--- src/verilog/desc_pkg.sv ---
// Constants shared by the interrupt split descriptor executor
package desc_pkg;
   // Register port map: descriptor words, then engine status
   localparam int DESC_WORDS = 8;
   localparam logic [3:0] ADDR_ENGINE = 4'h8;
   localparam int W_DW0 = 0;
   localparam int W_DW1 = 1;
   localparam int W_DW2 = 2;
   localparam int W_DW3 = 3;
   localparam int W_DW4 = 4;
   localparam int W_DW5 = 5;
   localparam logic [31:0] DESC_RESET = 32'h0;

   // Word 0 fields
   localparam int VALID_POS = 0;
   localparam int MAXPKT_LSB = 18;
   localparam int EP_LOW_POS = 31;
   // Word 1 fields
   localparam int EP_HIGH_LSB = 0;
   localparam int DEV_LSB = 3;
   localparam int TOKEN_LSB = 10;
   localparam int TTYPE_LSB = 12;
   localparam int SPLIT_POS = 14;
   localparam int SPEED_END_LSB = 16;
   localparam int HUB_PORT_LSB = 18;
   localparam int HUB_ADDR_LSB = 25;
   // Word 2 fields
   localparam int RATE_LSB = 3;
   localparam int BUF_ADDR_LSB = 8;
   // Word 3 fields
   localparam int DONE_CNT_LSB = 0;
   localparam int CERR_LSB = 23;
   localparam int TOGGLE_POS = 25;
   localparam int PHASE_POS = 27;
   localparam int XERR_POS = 28;
   localparam int BABBLE_POS = 29;
   localparam int HALT_POS = 30;
   localparam int ACTIVE_POS = 31;
   // Word 4 fields: start split mask and eight 3-bit results
   localparam int SS_MASK_LSB = 0;
   localparam int RESULT_LSB = 8;
   localparam int RESULT_W = 3;
   localparam int RES_XERR_BIT = 0;
   localparam int RES_BABBLE_BIT = 1;
   localparam int RES_UNDERRUN_BIT = 2;
   // Word 5 fields: complete split mask
   localparam int CS_MASK_LSB = 0;

   // Encodings
   localparam logic [1:0] TTYPE_INTR = 2'h3;
   localparam logic [1:0] TOKEN_OUT = 2'h0;
   localparam logic [1:0] TOKEN_IN = 2'h1;
   localparam logic [1:0] CERR_NONE = 2'h0;
   localparam logic [2:0] RES_ACK = 3'h0;
   localparam logic [2:0] RES_NAK = 3'h1;
   localparam logic [2:0] RES_NYET = 3'h2;
   localparam logic [2:0] RES_STALL = 3'h3;
   localparam logic [2:0] RES_XERR = 3'h4;
   localparam logic [2:0] RES_BABBLE = 3'h5;
   localparam logic [2:0] RES_UNDERRUN = 3'h6;
endpackage

--- src/verilog/poll_match.sv ---
// Poll interval and phase match for the millisecond frame number
`timescale 1ns/10ps
module poll_match
   import desc_pkg::*;
(
   input wire logic [4:0] rate,
   input wire logic [4:0] frame,
   output logic hit
);
   logic [4:0] agree;

   // The highest set rate bit gives the period; lower bits give the phase
   genvar i;
   generate
      for (i = 0; i < 5; i = i + 1)
      begin : g_bit
         if (i == 4)
         begin : g_top
            assign agree[i] = 1'b1;
         end
         else
         begin : g_low
            assign agree[i] = ~(|rate[4:i+1]) | (frame[i] == rate[i]);
         end
      end
   endgenerate

   // Zero rate matches every frame
   assign hit = &agree;
endmodule // poll_match

--- src/verilog/split_intr_exec.sv ---
// Interrupt descriptor executor for split and high-speed transactions
`timescale 1ns/10ps
module split_intr_exec
   import desc_pkg::*;
(
   input wire logic CLK,
   input wire logic RST_N,
   input wire logic [3:0] REG_ADDR,
   input wire logic [31:0] REG_WDATA,
   input wire logic REG_WR,
   input wire logic REG_RD,
   output logic [31:0] REG_RDATA,
   input wire logic SOF,
   input wire logic [2:0] UFRAME,
   input wire logic [4:0] FRAME_MS,
   output logic XFER_REQ,
   output logic XFER_SPLIT,
   output logic XFER_PHASE,
   output logic [6:0] XFER_HUB,
   output logic [6:0] XFER_PORT,
   output logic [1:0] XFER_SPEED_END,
   output logic [1:0] XFER_PID,
   output logic [6:0] XFER_DEV,
   output logic [3:0] XFER_EP,
   output logic XFER_TOGGLE,
   output logic [10:0] XFER_MAXLEN,
   output logic [15:0] XFER_BUF_ADDR,
   input wire logic XFER_DONE,
   input wire logic [2:0] XFER_RESULT,
   input wire logic [11:0] XFER_COUNT
);
   typedef enum logic [0:0] {ST_IDLE, ST_WAIT} state_e;

   typedef struct packed {
      state_e state;
      logic [DESC_WORDS-1:0][31:0] desc;
      logic [31:0] rd_data;
      logic [2:0] slot;
      logic [2:0] last_res;
      logic req;
      logic split;
      logic phase;
      logic [6:0] hub;
      logic [6:0] port;
      logic [1:0] speed_end;
      logic [1:0] pid;
      logic [6:0] dev;
      logic [3:0] ep;
      logic toggle;
      logic [10:0] maxlen;
      logic [15:0] buf_addr;
   } state_s;

   state_s s;
   state_s next_s;
   logic poll_hit;

   // Decoded fields of the stored descriptor
   logic valid;
   logic active;
   logic is_split;
   logic cs_due;
   logic [1:0] ttype;
   logic [7:0] ss_mask;
   logic [7:0] cs_mask;
   logic [7:0] due_mask;
   logic [6:0] hub_addr_field;
   logic [6:0] hub_port_field;
   logic [1:0] speed_end_field;
   logic [1:0] token_field;
   logic [15:0] payload_buffer_addr;
   logic data_toggle_bit;
   logic split_phase_flag;
   logic [4:0] poll_rate;

   // Issue fields under their own names; only splits carry hub routing
   assign hub_addr_field = s.desc[W_DW1][HUB_ADDR_LSB +: 7];
   assign hub_port_field = s.desc[W_DW1][HUB_PORT_LSB +: 7];
   assign speed_end_field = s.desc[W_DW1][SPEED_END_LSB +: 2];
   assign token_field = s.desc[W_DW1][TOKEN_LSB +: 2];
   assign payload_buffer_addr = s.desc[W_DW2][BUF_ADDR_LSB +: 16];
   assign data_toggle_bit = s.desc[W_DW3][TOGGLE_POS];
   assign split_phase_flag = s.desc[W_DW3][PHASE_POS];
   assign poll_rate = s.desc[W_DW2][RATE_LSB +: 5];

   assign valid = s.desc[W_DW0][VALID_POS];
   assign active = s.desc[W_DW3][ACTIVE_POS];
   assign ttype = s.desc[W_DW1][TTYPE_LSB +: 2];
   assign is_split = s.desc[W_DW1][SPLIT_POS];
   assign cs_due = is_split & split_phase_flag;
   assign ss_mask = s.desc[W_DW4][SS_MASK_LSB +: 8];
   assign cs_mask = s.desc[W_DW5][CS_MASK_LSB +: 8];
   assign due_mask = cs_due ? cs_mask : ss_mask;

   poll_match u_poll
   (
      .rate(poll_rate),
      .frame(FRAME_MS),
      .hit(poll_hit)
   );

   // Next-state logic: register port, scheduling and write-back
   always_comb
   begin
      logic [31:0] w3;
      logic [31:0] w4;
      logic [31:0] w0;
      logic bab_any;
      logic xerr_any;
      logic fatal;
      logic finish;
      w3 = '0;
      w4 = '0;
      w0 = '0;
      bab_any = 1'b0;
      xerr_any = 1'b0;
      fatal = 1'b0;
      finish = 1'b0;
      next_s = s;
      next_s.rd_data = '0;

      // Software writes land first so hardware updates of this cycle win
      if (REG_WR && (REG_ADDR < ADDR_ENGINE))
      begin
         next_s.desc[REG_ADDR[2:0]] = REG_WDATA;
      end

      // Read data stands only in the cycle after the strobe
      if (REG_RD)
      begin
         if (REG_ADDR < ADDR_ENGINE)
         begin
            next_s.rd_data = s.desc[REG_ADDR[2:0]];
         end
         else if (REG_ADDR == ADDR_ENGINE)
         begin
            next_s.rd_data = {25'h0, s.slot, s.last_res, s.state == ST_WAIT};
         end
      end

      // Working copies: hardware updates are laid over the software write
      w0 = next_s.desc[W_DW0];
      w3 = next_s.desc[W_DW3];
      w4 = next_s.desc[W_DW4];

      case (s.state)
         ST_IDLE:
         begin
            // only scheduled microframes of matching frames issue
            if (SOF && valid && active && (ttype == TTYPE_INTR) && poll_hit
                && due_mask[UFRAME])
            begin
               next_s.state = ST_WAIT;
               next_s.req = 1'b1;
               next_s.slot = UFRAME;
               next_s.split = is_split;
               next_s.phase = cs_due;
               next_s.hub = is_split ? hub_addr_field : 7'h00;
               next_s.port = is_split ? hub_port_field : 7'h00;
               next_s.speed_end = is_split ? speed_end_field : 2'h0;
               next_s.pid = token_field;
               next_s.dev = s.desc[W_DW1][DEV_LSB +: 7];
               next_s.ep = {s.desc[W_DW1][EP_HIGH_LSB +: 3], s.desc[W_DW0][EP_LOW_POS]};
               next_s.toggle = data_toggle_bit;
               next_s.maxlen = s.desc[W_DW0][MAXPKT_LSB +: 11];
               next_s.buf_addr = payload_buffer_addr;
            end
         end
         ST_WAIT:
         begin
            // SOF is ignored here; a missed slot waits for its next frame
            if (XFER_DONE)
            begin
               next_s.state = ST_IDLE;
               next_s.req = 1'b0;
               next_s.last_res = XFER_RESULT;
               case (XFER_RESULT)
                  RES_ACK:
                  begin
                     if (s.split && !s.phase)
                     begin
                        // start split accepted, complete split due
                        w3[PHASE_POS] = 1'b1;
                     end
                     else
                     begin
                        w3[DONE_CNT_LSB +: 12] = XFER_COUNT;
                        w3[TOGGLE_POS] = ~s.toggle;
                        w3[PHASE_POS] = 1'b0;
                        finish = 1'b1;
                     end
                  end
                  RES_NAK:
                  begin
                     // Complete split refused: redo the start split
                     if (s.split && s.phase)
                     begin
                        w3[PHASE_POS] = 1'b0;
                     end
                  end
                  RES_NYET:
                  begin
                     // Try again at the next complete-split slot
                     w3[PHASE_POS] = s.phase;
                  end
                  RES_STALL:
                  begin
                     fatal = 1'b1;
                  end
                  RES_XERR:
                  begin
                     w4[RESULT_LSB + RESULT_W * s.slot + RES_XERR_BIT] = 1'b1;
                     if (w3[CERR_LSB +: 2] == CERR_NONE)
                     begin
                        fatal = 1'b1;
                     end
                     else
                     begin
                        w3[CERR_LSB +: 2] = w3[CERR_LSB +: 2] - 2'h1;
                     end
                  end
                  RES_BABBLE:
                  begin
                     w4[RESULT_LSB + RESULT_W * s.slot + RES_BABBLE_BIT] = 1'b1;
                     fatal = 1'b1;
                  end
                  RES_UNDERRUN:
                  begin
                     w4[RESULT_LSB + RESULT_W * s.slot + RES_UNDERRUN_BIT] = 1'b1;
                     fatal = 1'b1;
                  end
                  default:
                  begin
                     fatal = 1'b1;
                  end
               endcase
            end
         end
         default:
         begin
            next_s.state = ST_IDLE;
            next_s.req = 1'b0;
         end
      endcase

      if (fatal)
      begin
         w3[HALT_POS] = 1'b1;
      end

      // active cleared when the descriptor is finished
      if (fatal || finish)
      begin
         w3[ACTIVE_POS] = 1'b0;
         w0[VALID_POS] = 1'b0;
      end

      // Summaries follow the eight results, software writes included
      for (int k = 0; k < 8; k++)
      begin
         bab_any = bab_any | w4[RESULT_LSB + RESULT_W * k + RES_BABBLE_BIT];
         xerr_any = xerr_any | w4[RESULT_LSB + RESULT_W * k + RES_XERR_BIT];
      end
      w3[BABBLE_POS] = bab_any;
      w3[XERR_POS] = xerr_any;

      next_s.desc[W_DW0] = w0;
      next_s.desc[W_DW3] = w3;
      next_s.desc[W_DW4] = w4;
   end

   // State register
   always_ff @(posedge CLK or negedge RST_N)
   begin
      if (!RST_N)
      begin
         s <= '0;
         s.state <= ST_IDLE;
         s.desc <= {DESC_WORDS{DESC_RESET}};
      end
      else
      begin
         s <= next_s;
      end
   end

   // Outputs straight from the state flip-flops
   assign REG_RDATA = s.rd_data;
   assign XFER_REQ = s.req;
   assign XFER_SPLIT = s.split;
   assign XFER_PHASE = s.phase;
   assign XFER_HUB = s.hub;
   assign XFER_PORT = s.port;
   assign XFER_SPEED_END = s.speed_end;
   assign XFER_PID = s.pid;
   assign XFER_DEV = s.dev;
   assign XFER_EP = s.ep;
   assign XFER_TOGGLE = s.toggle;
   assign XFER_MAXLEN = s.maxlen;
   assign XFER_BUF_ADDR = s.buf_addr;
endmodule // split_intr_exec

--- config.mk ---
export PLATFORM = sky130hd
export DESIGN_NAME = split_intr_exec
export DESIGN_NICKNAME = d
export VERILOG_FILES = /design/src/verilog/desc_pkg.sv /design/src/verilog/poll_match.sv /design/src/verilog/split_intr_exec.sv
export SDC_FILE = /design/constraint.sdc
export NUM_CORES = 1
export LEC_CHECK = 0
export BUFFER_PORTS_ARGS = -buffer_cell sky130_fd_sc_hd__clkbuf_2
export CORE_MARGIN = 1
export CORE_UTILIZATION = 60
export CTS_CLUSTER_SIZE = 16
export DETAILED_ROUTE_END_ITERATION = 16
export PLACE_DENSITY = 0.8
export SETUP_SLACK_MARGIN = 0.2
export SYNTH_ARGS = -nofsm -noshare
export SYNTH_HDL_FRONTEND = slang
export SYNTH_SLANG_ARGS = --single-unit
--- constraint.sdc ---
create_clock -name CLK -period 8.5 [get_ports CLK]
set_clock_uncertainty 0.1 [all_clocks]
set_input_delay 1.7 -clock CLK [delete_from_list [all_inputs] [get_ports CLK]]
set_output_delay 1.7 -clock CLK [all_outputs]
set_load 0.03 [all_outputs]
==> qor.txt <==
H-tree depth = 2
Port bufs = 155
NetSw = 1.27 mW
Post-Syn Instances = 1451
Initial core utilization = 61.2%
Sequential fraction of the synthesis area = 52.3%
Chip Width = 170 µm
Die area = 0.0290 mm²
Status = finished clean
Logic gate share of total power = 15.6%
#FFs+latches synth = 355
Fin crit period = 4.81 ns
Vias per inst = 6.54
Initial antenna violation count = 0
Synth unique cells = 70
Cts hold-fix bufs = 0
Max_slew headroom = 24.2%
Critical Path Source Type = flip-flop
Most frequent CP cell = ha_1
Tightest Hold Check Type = flip-flop to flip-flop
Adder-cell area share of the yosys netlist = 0.736%
DRC = 0
Register area = 0.00888 mm²
Syn. warnings = 0
Top cells by area, synth = dfrtp_1 (52%), mux2_2 (15%), buf_4 (3.9%), a22oi_1 (2.9%), mux2i_1 (2.7%)
Largest net degree at the start of global routing = 146
Worst vdd ir = 0.175 mV
Via count = 12400
Mean Syn Cell Area = 11.7 µm²
Worst path max stage delay = 0.80 ns
Most common cell in the netlist = dfrtp_1
Post-Synth XOR/XNOR Area = 0.884%
Syn Std Cell Area = 0.0170 mm²
Antenna Cells = 0
Number of detailed-route iterations in the first pass = 8
Final hold violations = 0
1st-iter DRT viols = 1156
First-pass GRT wire length = 74000 µm
Synth Flop Type = dfrtp_1
Post-cts resize count = 0
Post-Place Cells = 1825
Max Freq = 0.208 GHz
Main combinational cell family by area after synthesis = multiplexers
Pwr Density = 246 mW/mm²
Post-layout nets = 1561
Critical Path RT = 8.79 ns
Data arrival, critical path = 5.10 ns
Top cells by count, synth = dfrtp_1 (355), mux2_2 (233), nand2_1 (120)
Sw Ratio = 27.7%
Post-Layout Cell Count = 1890
Layout fillers = 2077
Tightest Pin Transition = 1.11 ns
Fin crit share = 56.5%
Cell leakage power = 8.66 nW
Mux share of post-synthesis cell area = 18.7%
Compound-Gate Fraction of Synth Area = 12.0%
Routed wire per std cell = 25.3 µm
Post-route ant nets = 0
Height of the die = 170 µm
Final RePlAce weighted congestion = 0.965
Vias in the first global route = 12600
Core Util, Final = 67.3%
Final Max Slew Viols = 0
Boundary Pins = 157
Pint = 3.32 mW
Cell row count = 61
Total grt overflow = 0
Synth Net Count = 1526
Max Root-Sink Buffers = 3
Core area = 0.0278 mm²
Max FO, Critical Path = 17
Asr flop ratio synth = 100%
Critical path's slowest cell = ha_1
Power share of the clock group = 36.2%
Area of the multi-input gates = 0.00699 mm²
Area grow syn2layout = 10.0%
Final wirelength = 47800 µm
Root buffer cell = clkbuf_16
Synth top area share = 52.3%
Max Cap Viol = 0
EDFF count, synth = 0
Overall Power = 4.59 mW
Clk Latency, worst-skew pair = 0.53 ns
Setup Fix Bufs, Post-CTS = 0
Most area-hungry cell type in the Yosys netlist = dfrtp_1
DP HPWL = 30700 µm
CTS tree = built
CTS Sinks = 355
Sequential power share = 48.1%
Setup CP Type = flip-flop to flip-flop
Worst-path cell chain = ha_1 > ha_1 > ha_1 > nand2_1 > nor4_2 > mux2i_1 > and3_1 > a221o_1 > or4_1 > or4_1
Num CTS Buffers = 37
Post-Route Setup TNS = 0 ns
Clock transition at path regs = 0.06 ns
Critical path endpoint category = flip-flop
Final setup vio count = 0
Simple-gate share of the synthesized area = 8.65%
RSZ-0062 raised after global routing = false
Layout cells sized above 1 = 32.7%
GRT Total Usage = 34.0%
==> worst paths after layout <==
check	slack, ns	depth (start not counted)	startpoint	to
max reg2reg	3.69	10	s[64]	s[222]
min in group asynchronous	1.07	1	RST_N	REG_RDATA[25]
min reg2reg	0.37	2	s[213]	s[213]
min	0.37	2	s[213]	s[213]
max in group asynchronous	5.80	2	RST_N	s[274]
max	3.69	10	s[64]	s[222]
==> flip-flops by register name, indices dropped and copies added (netlist names) <==
| register | count |
|---|---|
| cs_mask | 8 |
| s | 217 |
| XFER_PHASE | 1 |
| REG_RDATA | 32 |
| XFER_SPEED_END | 2 |
| XFER_SPLIT | 1 |
| XFER_DEV | 7 |
| payload_buffer_addr | 16 |
| XFER_HUB | 7 |
| XFER_TOGGLE | 1 |
| XFER_PORT | 7 |
| data_toggle_bit | 1 |
| hub_addr_field | 7 |
| is_split | 1 |
| XFER_BUF_ADDR | 16 |
| XFER_MAXLEN | 11 |
| active | 1 |
| poll_rate | 5 |
| XFER_EP | 4 |
| XFER_REQ | 1 |
| XFER_PID | 2 |
| hub_port_field | 7 |
==> cells in the final DEF, fill, tap and decap left out, types with 13 or more instances in the layout <==
cell type	instances
mux2i_1	45
a22o_1	32
nor3_1	23
o22ai_1	16
nand2_1	119
inv_1	25
clkbuf_2	154
a22oi_1	66
nor2b_1	13
buf_4	25
a21oi_1	18
nor2_1	53
a31oi_1	42
dfrtp_1	355
o21ai_0	19
nand3_1	26
a221oi_1	40
clkbuf_16	38
mux2_2	233
==> power by group through the flow <==
stage	logic [mW]	clock network, mW	registers, mW
final	0.718	1.66	2.21
after global routing	0.781	1.74	2.24
after CTS	0.717	1.68	2.20
after detailed placement	0.709	0	2.23
after global placement	0.686	0	2.21
after floorplan	0.534	0	2.15
==> per-layer routing <==
layer	global-route usage (%)	vias to the layer above	routed length [µm]
li1	-	5291	-
met1	44.5	6315	19600
met2	55.8	620	22700
met3	6.70	128	3750
met4	13.2	0	1760
met5	0	-	0
==> critical path, delay by kind of cell (launching register included) <==
family	cells	cell delay [ns]
adder cells (fa/ha/maj)	3	1.61
AND/OR/NAND/NOR	5	1.74
flip-flops	1	0.46
multiplexers	1	0.40
AO/OA/AOI/OAI	1	0.35
==> area by class of cell <==
type | instances | share of cell area [%]
sequential | 355 | 47.5
clock inverter | 13 | 0.864
timing repair buffer | 181 | 5.32
tap | 378 | 2.53
multi-input combinational | 886 | 37.4
clock buffer | 52 | 5.85
inverter | 25 | 0.502
==> stage by stage <==
| stage | area (µm²) | setup WS (ns) | hold WS, ns |
|---|---|---|---|
| floorplan | 17000 | 4.49 | 0.347 |
| global route | 18700 | 3.55 | 0.396 |
| detailed placement | 17400 | 3.42 | 0.364 |
| global placement | 17400 | 3.49 | 0.361 |
| CTS | 18700 | 3.75 | 0.378 |
| finish | 18700 | 3.69 | 0.374 |
==> logic make-up (layout without fill, tap and decap cells) <==
group,Yosys count,count (layout)
AOI/OAI and AO/OA,274,274
xor gates and xnor gates,15,15
adders and majority gates,10,10
buffers and inverters,210,271
DFF,355,355
muxes,283,283
and+or+nand+nor,304,304
No activity file was read; power rests on OpenSTA's default activity.
